[src/shared/cmec_pkg.sv]
// Shared constants, types and helpers for the mode and event control unit
package cmec_pkg;

  // Execution contexts, Gray coded along the priority ladder
  typedef enum logic [2:0] {
    CMEC_SUP  = 3'h0,
    CMEC_APP  = 3'h1,
    CMEC_INT0 = 3'h3,
    CMEC_INT1 = 3'h2,
    CMEC_INT2 = 3'h6,
    CMEC_INT3 = 3'h7,
    CMEC_EXC  = 3'h5,
    CMEC_NMI  = 3'h4
  } cmec_mode_t;

  localparam logic [31:0] CMEC_RESET_ADDR = 32'h8000_0000;

  // Register byte offsets (decoded on haddr[7:0])
  localparam logic [7:0] CMEC_REG_VBASE  = 8'h00;
  localparam logic [7:0] CMEC_REG_STATUS = 8'h04;
  localparam logic [7:0] CMEC_REG_DRA    = 8'h08;
  localparam logic [7:0] CMEC_REG_DRS    = 8'h0C;
  localparam logic [7:0] CMEC_REG_ERA    = 8'h10;
  localparam logic [7:0] CMEC_REG_ERS    = 8'h14;
  localparam logic [7:0] CMEC_REG_CAUSE  = 8'h18;
  localparam logic [2:0] CMEC_HSIZE_WORD = 3'h2;

  // Status word fields
  localparam int CMEC_SR_LOW_W = 16;
  localparam int CMEC_SR_GM    = 16;
  localparam int CMEC_SR_IM    = 17;
  localparam int CMEC_SR_MODE  = 22;
  localparam int CMEC_SR_D     = 27;

  // Exception sources; a lower index is serviced first
  localparam int CMEC_X_IMULTI  = 0;
  localparam int CMEC_X_IMISS   = 1;
  localparam int CMEC_X_IPROT   = 2;
  localparam int CMEC_X_ILLEGAL = 3;
  localparam int CMEC_X_PRIV    = 4;
  localparam int CMEC_X_DMULTI  = 5;
  localparam int CMEC_X_DMISS   = 6;
  localparam int CMEC_X_DPROT   = 7;
  localparam int CMEC_X_SCALL   = 8;
  localparam int CMEC_NEXC      = 9;
  localparam int CMEC_NREG      = 8;

  // Handler offsets from the event vector base, one distinct entry per source
  localparam logic [13:0] CMEC_EXC_OFF [CMEC_NEXC] = '{
    14'h0004, 14'h0050, 14'h0008, 14'h000C, 14'h0014,
    14'h0018, 14'h0060, 14'h0020, 14'h0100};
  localparam logic [13:0] CMEC_NMI_OFF = 14'h0010;
  localparam logic [13:0] CMEC_DBG_OFF = 14'h001C;

  localparam logic [4:0] CMEC_CAUSE_RESET = 5'h10;
  localparam logic [4:0] CMEC_CAUSE_NMI   = 5'h11;
  localparam logic [4:0] CMEC_CAUSE_DBG   = 5'h12;
  localparam logic [4:0] CMEC_CAUSE_IRQ   = 5'h14;
  localparam logic [2:0] CMEC_RANK_NONE   = 3'h7;

  // One pipeline stage as seen by event control
  typedef struct packed {
    logic [31:0]           pc;
    logic [CMEC_NEXC-1:0]  ext_evt;
    logic                  access;
    logic                  priv_instr;
    logic [CMEC_NREG-1:0]  region_hit;
    logic [CMEC_NREG-1:0]  region_ok;
    logic [CMEC_NREG-1:0]  region_sys;
  } cmec_stage_t;

  // Interrupt controller request: offset belongs to the highest pending level
  typedef struct packed {
    logic [3:0]  req;
    logic [13:0] offset;
  } cmec_irq_t;

  typedef struct packed {
    cmec_mode_t  mode;
    logic        dbg;
    logic        gm;
    logic [3:0]  im;
    logic [15:0] low;
    logic [31:0] vbase;
    logic [31:0] dra;
    logic [31:0] drs;
    logic [31:0] era;
    logic [31:0] ers;
    logic [4:0]  cause;
    logic        redir;
    logic [31:0] redir_addr;
    logic        dph_wr;
    logic        dph_ok;
    logic [7:0]  dph_addr;
    logic [31:0] hrdata;
  } cmec_state_t;

  function automatic logic [2:0] cmec_rank(input cmec_mode_t m);
    case (m)
      CMEC_NMI:  cmec_rank = 3'h1;
      CMEC_EXC:  cmec_rank = 3'h2;
      CMEC_INT3: cmec_rank = 3'h3;
      CMEC_INT2: cmec_rank = 3'h4;
      CMEC_INT1: cmec_rank = 3'h5;
      CMEC_INT0: cmec_rank = 3'h6;
      default:   cmec_rank = CMEC_RANK_NONE;
    endcase
  endfunction

  function automatic cmec_mode_t cmec_irq_mode(input logic [1:0] lvl);
    case (lvl)
      2'h3:    cmec_irq_mode = CMEC_INT3;
      2'h2:    cmec_irq_mode = CMEC_INT2;
      2'h1:    cmec_irq_mode = CMEC_INT1;
      default: cmec_irq_mode = CMEC_INT0;
    endcase
  endfunction

endpackage

[src/verilog/cmec_core.sv]
// Execution mode and event control with an AHB-Lite register slave
// Functional notes
// - Contexts rank NMI 1, exception 2, interrupt 3..0 as 3..6; others unranked.
// - Interrupts preempt only a strictly lower priority mode; exceptions and debug entry are taken in any mode.
// - Mode changes by software write, interrupt request or exception entry.
// - Application context refuses privileged instructions.
// - Application context cannot reach system registers or upper status half.
// - Application context is denied protected memory regions.
// - Every non-application context has full privilege.
// - Reset leaves the core in supervisor context.
// - Debug state grants access to all registers and privileged instructions.
// - Debug entry sets the debug flag and jumps to the debug handler.
// - Debug runs in exception context, saving return state to debug registers.
// - Debug lets the status mode bits change freely under full privilege.
// - Return from debug restores the context active before debug entry.
// - Fetch starts after reset at 0x8000_0000.
// - Miss exceptions and supervisor calls vector to fixed base-relative entries.
// - Each exception source has its own distinct handler address.
// - Region unit signals protection, miss and multiple-hit exceptions per side.
// - Interrupt handler is event base plus the controller's 14-bit offset.
// - Several events on one instruction are serviced in fixed priority.
// - Events of the oldest instruction are serviced before younger ones.
// - No translation, coprocessor or floating point exceptions exist.
`timescale 1ns/1ps
module cmec_core
  import cmec_pkg::*;
(
  // Clock and reset
  input  wire logic        hclk,
  input  wire logic        hresetn,
  // AHB-Lite slave
  input  wire logic        hsel,
  input  wire logic [31:0] haddr,
  input  wire logic [1:0]  htrans,
  input  wire logic        hwrite,
  input  wire logic [2:0]  hsize,
  input  wire logic [31:0] hwdata,
  input  wire logic        hready,
  output logic             hreadyout,
  output logic [31:0]      hrdata,
  output logic             hresp,
  // Pipeline stages: older carries the data access, younger the fetch
  input  wire cmec_stage_t older_stage,
  input  wire cmec_stage_t younger_stage,
  // Interrupt controller and debug
  input  wire cmec_irq_t   irq,
  input  wire logic        nmi_req,
  input  wire logic        debug_req,
  input  wire logic        retd,
  input  wire logic        rete,
  input  wire logic        sysreg_access,
  // Mode and redirect outputs
  output cmec_mode_t       cur_mode,
  output logic             privileged,
  output logic             debug_state_flag,
  output logic             instr_refuse,
  output logic             sysreg_refuse,
  output logic             redirect,
  output logic [31:0]      redirect_addr,
  output logic [4:0]       cause
);

  cmec_state_t s_q;
  cmec_state_t s_d;

  logic                 sys_q;
  logic [31:0]          sw_q;
  logic [CMEC_NREG-1:0] i_viol;
  logic [CMEC_NREG-1:0] d_viol;
  logic [CMEC_NEXC-1:0] i_evt;
  logic [CMEC_NEXC-1:0] d_evt;
  logic [CMEC_NEXC-1:0] sel_evt;
  logic [31:0]          sel_pc;
  logic [3:0]           sel_idx;
  logic [1:0]           irq_lvl;
  logic                 irq_any;
  cmec_mode_t           irq_mode;
  logic [2:0]           rank_q;
  logic                 take_dbg;
  logic                 take_nmi;
  logic                 take_exc;
  logic                 take_irq;
  logic                 acc;
  logic [31:0]          rd;
  logic [31:0]          sw_d;
  logic                 sys_d;

  function automatic logic [31:0] pack_sw(input cmec_state_t s);
    logic [31:0] w;
    w = '0;
    w[CMEC_SR_LOW_W-1:0]  = s.low;
    w[CMEC_SR_GM]         = s.gm;
    w[CMEC_SR_IM +: 4]    = s.im;
    w[CMEC_SR_MODE +: 3]  = s.mode;
    w[CMEC_SR_D]          = s.dbg;
    return w;
  endfunction

  function automatic logic [3:0] hit_count(input logic [CMEC_NREG-1:0] h);
    logic [3:0] n;
    n = '0;
    for (int i = 0; i < CMEC_NREG; i++) begin
      n = n + {3'h0, h[i]};
    end
    return n;
  endfunction

  // Full privilege outside application context or inside debug state
  assign sys_q  = (s_q.mode != CMEC_APP) || s_q.dbg;
  assign sw_q   = pack_sw(s_q);
  assign rank_q = cmec_rank(s_q.mode);

  // Per-region violation: hit without permission, or a system region from application
  for (genvar r = 0; r < CMEC_NREG; r++) begin : g_region
    assign i_viol[r] = younger_stage.region_hit[r] &
                       (~younger_stage.region_ok[r] | (younger_stage.region_sys[r] & ~sys_q));
    assign d_viol[r] = older_stage.region_hit[r] &
                       (~older_stage.region_ok[r] | (older_stage.region_sys[r] & ~sys_q));
  end

  // Build each stage's event set; only the listed sources can ever be raised
  always_comb begin
    logic [3:0] ni;
    logic [3:0] nd;
    ni    = hit_count(younger_stage.region_hit);
    nd    = hit_count(older_stage.region_hit);
    i_evt = younger_stage.ext_evt;
    d_evt = older_stage.ext_evt;
    if (younger_stage.access) begin
      i_evt[CMEC_X_IMISS]  = i_evt[CMEC_X_IMISS] | (ni == 4'h0);
      i_evt[CMEC_X_IMULTI] = i_evt[CMEC_X_IMULTI] | (ni > 4'h1);
      i_evt[CMEC_X_IPROT]  = i_evt[CMEC_X_IPROT] | ((ni == 4'h1) & (|i_viol));
    end
    if (older_stage.access) begin
      d_evt[CMEC_X_DMISS]  = d_evt[CMEC_X_DMISS] | (nd == 4'h0);
      d_evt[CMEC_X_DMULTI] = d_evt[CMEC_X_DMULTI] | (nd > 4'h1);
      d_evt[CMEC_X_DPROT]  = d_evt[CMEC_X_DPROT] | ((nd == 4'h1) & (|d_viol));
    end
    d_evt[CMEC_X_PRIV] = d_evt[CMEC_X_PRIV] | (older_stage.priv_instr & ~sys_q);
  end

  // Oldest instruction first, then fixed source order within it
  always_comb begin
    sel_evt = (|d_evt) ? d_evt : i_evt;
    sel_pc  = (|d_evt) ? older_stage.pc : younger_stage.pc;
    sel_idx = '0;
    for (int i = CMEC_NEXC - 1; i >= 0; i--) begin
      if (sel_evt[i]) begin
        sel_idx = 4'(i);
      end
    end
  end

  // Highest unmasked interrupt level
  always_comb begin
    irq_lvl = '0;
    irq_any = 1'b0;
    for (int l = 0; l < 4; l++) begin
      if (irq.req[l] & ~s_q.im[l] & ~s_q.gm) begin
        irq_lvl = 2'(l);
        irq_any = 1'b1;
      end
    end
    irq_mode = cmec_irq_mode(irq_lvl);
  end

  // Debug first, then NMI, exceptions, interrupts
  assign take_dbg = debug_req & ~s_q.dbg;
  assign take_nmi = ~take_dbg & nmi_req & ~s_q.dbg & (s_q.mode != CMEC_NMI);
  assign take_exc = ~take_dbg & ~take_nmi & (|sel_evt);
  assign take_irq = ~take_dbg & ~take_nmi & ~take_exc & irq_any & ~s_q.dbg &
                    (cmec_rank(irq_mode) < rank_q);
  assign acc      = hsel & htrans[1] & hready & (hsize == CMEC_HSIZE_WORD);

  always_comb begin
    s_d       = s_q;
    s_d.redir = 1'b0;
    rd        = '0;
    // Data phase of a register write
    if (s_q.dph_wr) begin
      case (s_q.dph_addr)
        CMEC_REG_VBASE: begin
          if (s_q.dph_ok) begin
            s_d.vbase = hwdata;
          end
        end
        CMEC_REG_STATUS: begin
          s_d.low = hwdata[CMEC_SR_LOW_W-1:0];
          if (s_q.dph_ok) begin
            s_d.gm   = hwdata[CMEC_SR_GM];
            s_d.im   = hwdata[CMEC_SR_IM +: 4];
            s_d.mode = cmec_mode_t'(hwdata[CMEC_SR_MODE +: 3]);
          end
        end
        CMEC_REG_DRA: begin
          if (s_q.dph_ok) begin
            s_d.dra = hwdata;
          end
        end
        CMEC_REG_DRS: begin
          if (s_q.dph_ok) begin
            s_d.drs = hwdata;
          end
        end
        CMEC_REG_ERA: begin
          if (s_q.dph_ok) begin
            s_d.era = hwdata;
          end
        end
        CMEC_REG_ERS: begin
          if (s_q.dph_ok) begin
            s_d.ers = hwdata;
          end
        end
        default: begin
        end
      endcase
    end
    // Event entry and return; hardware updates win over a same-cycle write
    if (take_dbg) begin
      s_d.drs        = sw_q;
      s_d.dra        = older_stage.pc;
      s_d.dbg        = 1'b1;
      s_d.mode       = CMEC_EXC;
      s_d.gm         = 1'b1;
      s_d.redir      = 1'b1;
      s_d.redir_addr = s_q.vbase + {18'h0, CMEC_DBG_OFF};
      s_d.cause      = CMEC_CAUSE_DBG;
    end else if (take_nmi) begin
      s_d.ers        = sw_q;
      s_d.era        = older_stage.pc;
      s_d.mode       = CMEC_NMI;
      s_d.gm         = 1'b1;
      s_d.redir      = 1'b1;
      s_d.redir_addr = s_q.vbase + {18'h0, CMEC_NMI_OFF};
      s_d.cause      = CMEC_CAUSE_NMI;
    end else if (take_exc) begin
      s_d.ers = sw_q;
      s_d.era = sel_pc;
      s_d.gm  = 1'b1;
      // A supervisor call from application lands in supervisor context
      if (sel_idx == 4'(CMEC_X_SCALL)) begin
        if (s_q.mode == CMEC_APP) begin
          s_d.mode = CMEC_SUP;
        end
      end else if (cmec_rank(CMEC_EXC) < rank_q) begin
        s_d.mode = CMEC_EXC;
      end
      s_d.redir      = 1'b1;
      s_d.redir_addr = s_q.vbase + {18'h0, CMEC_EXC_OFF[sel_idx]};
      s_d.cause      = {1'b0, sel_idx};
    end else if (take_irq) begin
      s_d.ers        = sw_q;
      s_d.era        = older_stage.pc;
      s_d.mode       = irq_mode;
      s_d.redir      = 1'b1;
      s_d.redir_addr = s_q.vbase + {18'h0, irq.offset};
      s_d.cause      = CMEC_CAUSE_IRQ + {3'h0, irq_lvl};
    end else if (retd & s_q.dbg) begin
      s_d.dbg        = 1'b0;
      s_d.mode       = cmec_mode_t'(s_q.drs[CMEC_SR_MODE +: 3]);
      s_d.gm         = s_q.drs[CMEC_SR_GM];
      s_d.im         = s_q.drs[CMEC_SR_IM +: 4];
      s_d.redir      = 1'b1;
      s_d.redir_addr = s_q.dra;
    end else if (rete & sys_q & ~s_q.dbg) begin
      s_d.mode       = cmec_mode_t'(s_q.ers[CMEC_SR_MODE +: 3]);
      s_d.gm         = s_q.ers[CMEC_SR_GM];
      s_d.im         = s_q.ers[CMEC_SR_IM +: 4];
      s_d.redir      = 1'b1;
      s_d.redir_addr = s_q.era;
    end
    // Address phase; reads see the next state so a write just before is visible
    sw_d  = pack_sw(s_d);
    sys_d = (s_d.mode != CMEC_APP) || s_d.dbg;
    case (haddr[7:0])
      CMEC_REG_STATUS: rd = sys_d ? sw_d : {16'h0000, s_d.low};
      CMEC_REG_VBASE:  rd = sys_d ? s_d.vbase : '0;
      CMEC_REG_DRA:    rd = sys_d ? s_d.dra : '0;
      CMEC_REG_DRS:    rd = sys_d ? s_d.drs : '0;
      CMEC_REG_ERA:    rd = sys_d ? s_d.era : '0;
      CMEC_REG_ERS:    rd = sys_d ? s_d.ers : '0;
      CMEC_REG_CAUSE:  rd = sys_d ? {27'h0, s_d.cause} : '0;
      default:         rd = '0;
    endcase
    s_d.dph_wr   = acc & hwrite;
    s_d.dph_ok   = sys_d;
    s_d.dph_addr = haddr[7:0];
    if (acc & ~hwrite) begin
      s_d.hrdata = rd;
    end
  end

  always_ff @(posedge hclk or negedge hresetn) begin
    if (!hresetn) begin
      s_q            <= '0;
      s_q.mode       <= CMEC_SUP;
      s_q.gm         <= 1'b1;
      s_q.redir      <= 1'b1;
      s_q.redir_addr <= CMEC_RESET_ADDR;
      s_q.cause      <= CMEC_CAUSE_RESET;
    end else begin
      s_q <= s_d;
    end
  end

  assign hreadyout        = 1'b1;
  assign hresp            = 1'b0;
  assign hrdata           = s_q.hrdata;
  assign cur_mode         = s_q.mode;
  assign privileged       = sys_q;
  assign debug_state_flag = s_q.dbg;
  assign instr_refuse     = older_stage.priv_instr & ~sys_q;
  assign sysreg_refuse    = sysreg_access & ~sys_q;
  assign redirect         = s_q.redir;
  assign redirect_addr    = s_q.redir_addr;
  assign cause            = s_q.cause;

  // Assertion helper: high during reset and in the first cycle after reset release
  logic boot_q;
  always_ff @(posedge hclk or negedge hresetn) begin
    if (!hresetn) begin
      boot_q <= 1'b1;
    end else begin
      boot_q <= 1'b0;
    end
  end

  property p_boot;
    @(posedge hclk) disable iff (!hresetn)
    boot_q |-> redirect && redirect_addr == CMEC_RESET_ADDR && cur_mode == CMEC_SUP;
  endproperty
  a_boot: assert property (p_boot) else $error("reset entry wrong");

  property p_no_lower;
    @(posedge hclk) disable iff (!hresetn)
    take_irq |=> cmec_rank(cur_mode) < $past(rank_q);
  endproperty
  a_no_lower: assert property (p_no_lower) else $error("lower mode preempted");

  property p_nmi;
    @(posedge hclk) disable iff (!hresetn)
    (nmi_req && !debug_req && !debug_state_flag && cur_mode != CMEC_NMI) |=>
      cur_mode == CMEC_NMI && redirect;
  endproperty
  a_nmi: assert property (p_nmi) else $error("NMI not taken");

  property p_dbg_entry;
    @(posedge hclk) disable iff (!hresetn)
    (debug_req && !debug_state_flag) |=> debug_state_flag && cur_mode == CMEC_EXC &&
      redirect && redirect_addr == $past(s_q.vbase) + {18'h0, CMEC_DBG_OFF};
  endproperty
  a_dbg_entry: assert property (p_dbg_entry) else $error("debug entry wrong");

  property p_dbg_save;
    @(posedge hclk) disable iff (!hresetn)
    (debug_req && !debug_state_flag) |=> s_q.drs == $past(sw_q) &&
      s_q.dra == $past(older_stage.pc);
  endproperty
  a_dbg_save: assert property (p_dbg_save) else $error("debug save wrong");

  property p_retd;
    @(posedge hclk) disable iff (!hresetn)
    (retd && debug_state_flag && !take_exc && !nmi_req) |=> !debug_state_flag &&
      cur_mode == cmec_mode_t'($past(s_q.drs[CMEC_SR_MODE +: 3])) &&
      redirect_addr == $past(s_q.dra);
  endproperty
  a_retd: assert property (p_retd) else $error("retd restore wrong");

  property p_irq_vec;
    @(posedge hclk) disable iff (!hresetn)
    take_irq |=> redirect && redirect_addr == $past(s_q.vbase) + {18'h0, $past(irq.offset)};
  endproperty
  a_irq_vec: assert property (p_irq_vec) else $error("irq vector wrong");

  property p_oldest;
    @(posedge hclk) disable iff (!hresetn)
    (take_exc && |d_evt) |=> s_q.era == $past(older_stage.pc);
  endproperty
  a_oldest: assert property (p_oldest) else $error("younger event served first");

  property p_app_refuse;
    @(posedge hclk) disable iff (!hresetn)
    ((cur_mode == CMEC_APP && !debug_state_flag && sysreg_access) |-> sysreg_refuse) and
      ((s_q.dph_wr && !s_q.dph_ok) |=> $stable(s_q.vbase));
  endproperty
  a_app_refuse: assert property (p_app_refuse) else $error("app reached sysreg");

endmodule // cmec_core

[config.mk]
export PLATFORM = sky130hd
export DESIGN_NAME = cmec_core
export DESIGN_NICKNAME = d
export VERILOG_FILES = /design/src/shared/cmec_pkg.sv /design/src/verilog/cmec_core.sv
export SDC_FILE = /design/constraint.sdc
export NUM_CORES = 1
export LEC_CHECK = 0
export ABC_AREA = 1
export BUFFER_PORTS_ARGS = -buffer_cell sky130_fd_sc_hd__buf_2
export CAP_MARGIN = 10
export CORE_MARGIN = 2
export CORE_UTILIZATION = 50
export DETAILED_ROUTE_END_ITERATION = 8
export MAX_ROUTING_LAYER = met4
export PLACE_DENSITY = 0.72
export SLEW_MARGIN = 20
export SYNTH_ARGS = -nofsm -noshare
export SYNTH_HDL_FRONTEND = slang
export SYNTH_SLANG_ARGS = --single-unit
[constraint.sdc]
create_clock -name hclk -period 7.2 [get_ports hclk]
set_input_delay 1.08 -clock hclk [delete_from_list [all_inputs] [get_ports hclk]]
set_output_delay 1.08 -clock hclk [all_outputs]
set_load 0.01 [all_outputs]
==> Yosys cells after proc, flatten, opt, wreduce, memory -nomap -nowiden <==
Memories as Yosys holds them, arrays and structs flattened.
Cells that the tools add are included.
{ "word_totals": {"latch_bits": 0, "regBits": 265, "ram_bits": 0, "input_bits": 231, "mem_count": 1, "mem_bits_ro": 224} }
{ "classes": {"div_mod_pow": 0, "mux": 78, "n_eq_ne": 34, "shift": 0, "mul": 0, "n_addsub": 19, "n_lt_le_gt_ge": 5, "n_reduce_logical": 11, "bitwise_logic": 113} }
{ "mem_list": {"columns": ["memory", "words", "word_bits", "read_ports", "rd_ports_with_merged_regs", "write_ports", "line", "source"], "rows": [
  ["(name not given)", 16, 14, 1, 0, 0, "cmec_core.sv:250", "s_d.redir_addr = s_q.vbase + {18'h0, CMEC_EXC_OFF[sel_idx]};"]
]} }
{ "ops": {"columns": ["cell", "n"], "rows": [
  ["32-bit 2-to-1 mux", 16],
  ["32-bit one-hot mux with 7 select lines", 1],
  ["102-bit 2-to-1 mux", 2],
  ["181-bit 2-to-1 mux", 1],
  ["64-bit 2-to-1 mux", 2],
  ["33-bit 2-to-1 mux", 3],
  ["69-bit 2-to-1 mux", 1],
  ["32-bit by 14-bit adder with 32-bit output", 2],
  ["32-bit by 5-bit adder with 32-bit output (second input constant)", 2],
  ["1-bit AND", 62],
  ["4-bit 2-to-1 mux", 12],
  ["8-bit by 5-bit == test with 1-bit output (second input constant)", 5],
  ["3-bit 2-to-1 mux", 13],
  ["38-bit 2-to-1 mux", 1],
  ["3-bit one-hot mux with 6 select lines", 2],
  ["4-bit by 1-bit adder with 4-bit output", 8],
  ["8-bit by 4-bit == test with 1-bit output (second input constant)", 4],
  ["14-bit 2-to-1 mux", 2],
  ["28-bit 2-to-1 mux", 1],
  ["1-bit NOT", 27],
  ["5-bit 2-to-1 mux", 5],
  ["3-bit == test (second input constant)", 8],
  ["1-bit bitwise OR", 23],
  ["21-bit 2-to-1 mux", 1],
  ["other kinds (29)", 56]
]} }

==> Logic depth before layout (Yosys ltp) <==
{ "logic_depth": {"word_depth": 32, "depth_mapped": 45, "mapped_depth_nobuf": 45} }

==> Worst setup path before layout <==
Ideal clock, no wire load.
{ "synth_path": {"path_kind": "input -> register", "from": "input older_stage[16] (netlist name)", "to": "register s_q, in the netlist redirect_addr[25]", "arrival_time_ns": 7.260, "path_stages": 43, "n_path_buf": 0, "path_slack_ns": -0.185, "path_cell_list": "fa_1 > inv_1 > fa_1 > fa_1 > inv_1 > ha_1 > fa_1 > a21oi_1 > nand2_1 > nor3b_1 > nand2_2 > nand4_1 > nand2_1 > inv_1 > nand2_1 > nand2_1 > nand2_1 > nand2_1 > [... 7 more ...] > a21oi_1 > inv_1 > a31oi_1 > o21ai_0 > a31oi_1 > nor2_1 > inv_1 > nor2_1 > inv_1 > nor2_1 > inv_1 > nor2_1 > nand2_1 > xor2_1 > o211ai_1 > nand2_1 > nand2_1 > nand3_1"} }
{ "synth_between": {"elab_chain_len": 30, "word_cells_on_any_way": 45} }
{ "synth_lines": {"columns": ["item", "line", "source"], "rows": [
  ["start, declared", "cmec_core.sv:43", "input wire cmec_stage_t older_stage,"],
  ["parallel branches: the longest is 10 deep, another holds 3-bit by 1-bit adder with 4-bit output", null, null],
  ["3-bit 2-to-1 mux *", "cmec_core.sv:134", "if (older_stage.access) begin"],
  ["9-bit OR reduction", "cmec_core.sv:144", "sel_evt = (|d_evt) ? d_evt : i_evt;"],
  ["9-bit 2-to-1 mux *", "cmec_core.sv:144", null],
  ["4-bit 2-to-1 mux (9 in a row)", "cmec_core.sv:148", "if (sel_evt[i]) begin"],
  ["4-bit NOT with 5-bit output (implied by the code)", "cmec_core.sv:250", null],
  ["memory 16 x 14 bit", null, null],
  ["14-bit 2-to-1 mux (implied by the code) (2 in a row)", "cmec_core.sv:250", null],
  ["32-bit by 14-bit adder with 32-bit output", "cmec_core.sv:250", null],
  ["102-bit 2-to-1 mux", "cmec_core.sv:237", "end else if (take_exc) begin"],
  ["102-bit 2-to-1 mux", "cmec_core.sv:229", "end else if (take_nmi) begin"],
  ["38-bit 2-to-1 mux", "cmec_core.sv:220", "if (take_dbg) begin"],
  ["end, declared", "cmec_core.sv:63", "cmec_state_t s_q;"]
]} }
Mark *: on every way between the ends. The select of a mux whose other input is x is not followed.
A chain may end at the register's enable or synchronous reset.

==> Worst setup path in the final report <==
{ "layout_path": {"from": "input older_stage[19] (netlist name)", "to": "register s_q, in the netlist redirect_addr[24]"} }
{ "layout_between": {"elab_chain_len": 28, "word_cells_on_any_way": 43} }
{ "layout_lines": {"columns": ["item", "line"], "rows": [
  ["parallel branches: the longest is 8 deep, another holds 3-bit by 1-bit adder with 4-bit output", null],
  ["3-bit 2-to-1 mux *", "cmec_core.sv:134"],
  ["9-bit OR reduction", "cmec_core.sv:144"],
  ["9-bit 2-to-1 mux *", "cmec_core.sv:144"],
  ["4-bit 2-to-1 mux (9 in a row)", "cmec_core.sv:148"],
  ["4-bit NOT with 5-bit output (implied by the code)", "cmec_core.sv:250"],
  ["memory 16 x 14 bit", null],
  ["14-bit 2-to-1 mux (implied by the code) (2 in a row)", "cmec_core.sv:250"],
  ["32-bit by 14-bit adder with 32-bit output", "cmec_core.sv:250"],
  ["102-bit 2-to-1 mux", "cmec_core.sv:237"],
  ["102-bit 2-to-1 mux", "cmec_core.sv:229"],
  ["38-bit 2-to-1 mux", "cmec_core.sv:220"]
]} }
Marked as above.

==> impl_metrics.tcl <==
set metrics [dict create \
    status "complete, no violations" \
    yosysTopAreaCell "dfrtp_1" \
    chipWidth_um 202 \
    synth_top_cell_area_share_pct 33.3 \
    cp-end-kind "flip-flop" \
    regToRegEndpoint "redirect_addr[24]" \
    powerDensity_nw_per_um2 192 \
    p_leak_nw 11.8 \
    clockBufferDepth 3 \
    yosysSeqAreaShare_pct 33.8 \
    synth.area.top_cells "dfrtp_1 (33%), nand2_1 (15%), inv_1 (6.4%), o21ai_0 (6.0%), nand3_1 (4.2%)" \
    synth_edf_count 0 \
    cp-start-kind "input pin" \
    drtIter0Drc 2878 \
    totalWireLength_um 79700 \
    rsz0062_at_grt "true" \
    die_y_um 202 \
    clk_pin_slew_ps 60 \
    clock_latency_ps 610 \
    synthArstFlopShare_pct 100 \
    synth_common_cells "nand2_1 (773), inv_1 (332), dfrtp_1 (261), o21ai_0 (235), nor2_1 (168)" \
    antenna_found_initial 5 \
    cts_tree "done" \
    endpoint "redirect_addr[24]" \
    dieArea_um2 40900 \
    period_share_pct 99.0 \
    areaGrowthSynthToFinish_pct 15.7 \
    row_count 72 \
    htreeDepth 1 \
    crit_slowest_cell "fa_1" \
    layout.nets 3324 \
    ys_types 55 \
    vias 21600 \
    ant_nets 0 \
    pin_count 310 \
    clock-root-buffer "clkbuf_16" \
    cap_violations 0 \
    cts_sinks 265 \
    path_buf_inv 5 \
    finClkSkew_ps 15.7 \
    synth_warnings 0 \
    netlist_instances 2861 \
    grt_overflow 0 \
    grt_pass1_wl_um 120000 \
    cp_max_fo 8 \
    drive_gt1_share_pct 18.7 \
    fin_setup_tns_ps 0 \
    io_buffers 281 \
    yosysMostFrequentCell "nand2_1" \
    crit_required_ps 7690 \
    grt_pass1_vias 20700 \
    fin_crit_ps 7130 \
    gp_congestion 1.06 \
    rr_worst_depth 35 \
    hold_path_class "flip-flop to flip-flop" \
    wl_per_cell_um 22.2 \
    worst_pin_slew_ps 1150 \
    firstDrtPassIters 8 \
    startpoint "older_stage[19]" \
    viasPerCell 6.02 \
    r2r_slack_ps 1940 \
    syn_nets 3137 \
    hold_buffers 0 \
    dp_cells 3519 \
    final-max-slew-violation-count 0 \
    max_freq_mhz 140 \
    grt_max_degree 117 \
    coreArea_um2 38700 \
    hpwl_um 55300 \
    synth.avg_cell_area_um2 6.86 \
    track_usage_pct 39.2 \
    arrival_ps 7610 \
    synth_seq_cells 265 \
    power.ir.vdd_worst_mv 0.188 \
    critPathMostFrequentCell "nand2_1" \
    initial_core_util_pct 50.7 \
    synth_ff_type "dfrtp_1" \
    numCtsBuffers 31 \
    layoutNonFillerInstCount 3596 \
    path_delay_family "adder cells" \
    synth_area_um2 19600 \
    setup_viol 0 \
    relSlewSlack_pct 23.1 \
    path_depth 43 \
    max_stage_delay_ps 540 \
    critical_path_class "input pin to flip-flop" \
    worstReg2RegStart "cur_mode[0]" \
    drc 0 \
    hold_viol_final 0 \
]
==> worst min-delay path: cells and delay by family (launching register included) <==
family | cells | cell delay, ps
DFF | 1 | 340
and+or+nand+nor | 2 | 100
==> cell type report <==
cell class | instances | area (um^2)
tap | 518 | 648
clock inverter | 16 | 229
antenna | 5 | 12.5
fill | 3736 | 16000
sequential | 265 | 6640
timing repair buffer | 381 | 2230
inverter | 347 | 1300
clock buffer | 42 | 877
multi-input combinational | 2022 | 10800
==> registers in the layout, indices dropped and copies added (netlist names) <==
name / cells
cause: 5
redirect_addr: 32
redirect: 1
debug_state_flag: 1
s_q: 191
cur_mode: 3
hrdata: 32
==> what timing repair did <==
item | CTS | global route
setup endpoints to repair | 8 | 22
endpoints found under the hold margin | 0 | 0
setup buffers | 4 | 12
pin swaps | 6 | 60
resized for setup | 8 | 63
==> how the worst min path moves through the flow <==
stage,endpoint,depth (start not counted),startpoint
final,redirect_addr[20],2,redirect_addr[20]
after global routing,hrdata[30],2,hrdata[30]
after CTS,hrdata[18],2,hrdata[18]
after detailed placement,hrdata[18],2,hrdata[18]
after global placement,hrdata[29],2,hrdata[29]
after floorplan,hrdata[16],2,hrdata[16]
==> cell usage in the layout (no fill, tap or decap), types with 9 or more instances in the layout <==
master	instances
o211ai_1	26
buf_2	279
o21ai_1	69
o221ai_1	58
dfrtp_1	261
a22oi_1	70
a31oi_1	16
xnor2_1	9
nor2_2	16
nor2_1	153
o21ai_0	230
buf_4	91
ha_1	30
inv_1	326
nand3_1	161
clkbuf_16	31
or2_2	23
a22o_1	10
o22ai_1	33
a21oi_1	135
nand4_1	39
xor2_1	45
nor3_1	16
nor2_4	14
inv_2	17
nand2_2	21
nand2_1	761
==> where the power goes <==
| group | internal [mW] | switching (mW) |
|---|---|---|
| sequential | 1.64 | 0.0863 |
| combinational | 0.366 | 0.533 |
| clock | 1.03 | 0.698 |
==> metrics by stage <==
step / worst slack (ps) / power, mW / utilization (%) / area [um^2] / hold WS [ps]
after floorplan: 1.37 / 2.25 / - / 19600 / 450
after global placement: -539 / 2.54 / 54.8 / 21200 / 461
after detailed placement: -766 / 2.57 / 54.8 / 21200 / 463
after CTS: -40.0 / 4.30 / 57.8 / 22400 / 481
after global routing: -279 / 4.53 / 58.6 / 22700 / 499
final: 73.4 / 4.36 / 58.6 / 22700 / 470
==> cell families after synthesis <==
group	after synthesis	share of synthesized area (%)
AO/OA/AOI/OAI	677	20.4
flip-flops	265	33.8
XOR/XNOR	55	2.45
other	2	0.0383
buffers and inverters	574	13.0
adder cells (fa/ha/maj)	45	3.25
AND/OR/NAND/NOR	1243	27.0
==> layer usage <==
layer | global-route usage [%] | part of all wire, %
met5 | - | 0
met4 | 16.8 | 4.8
met3 | 7.82 | 12
met2 | 57.7 | 43
met1 | 52.8 | 40
Power figures use the tool's default switching activity.
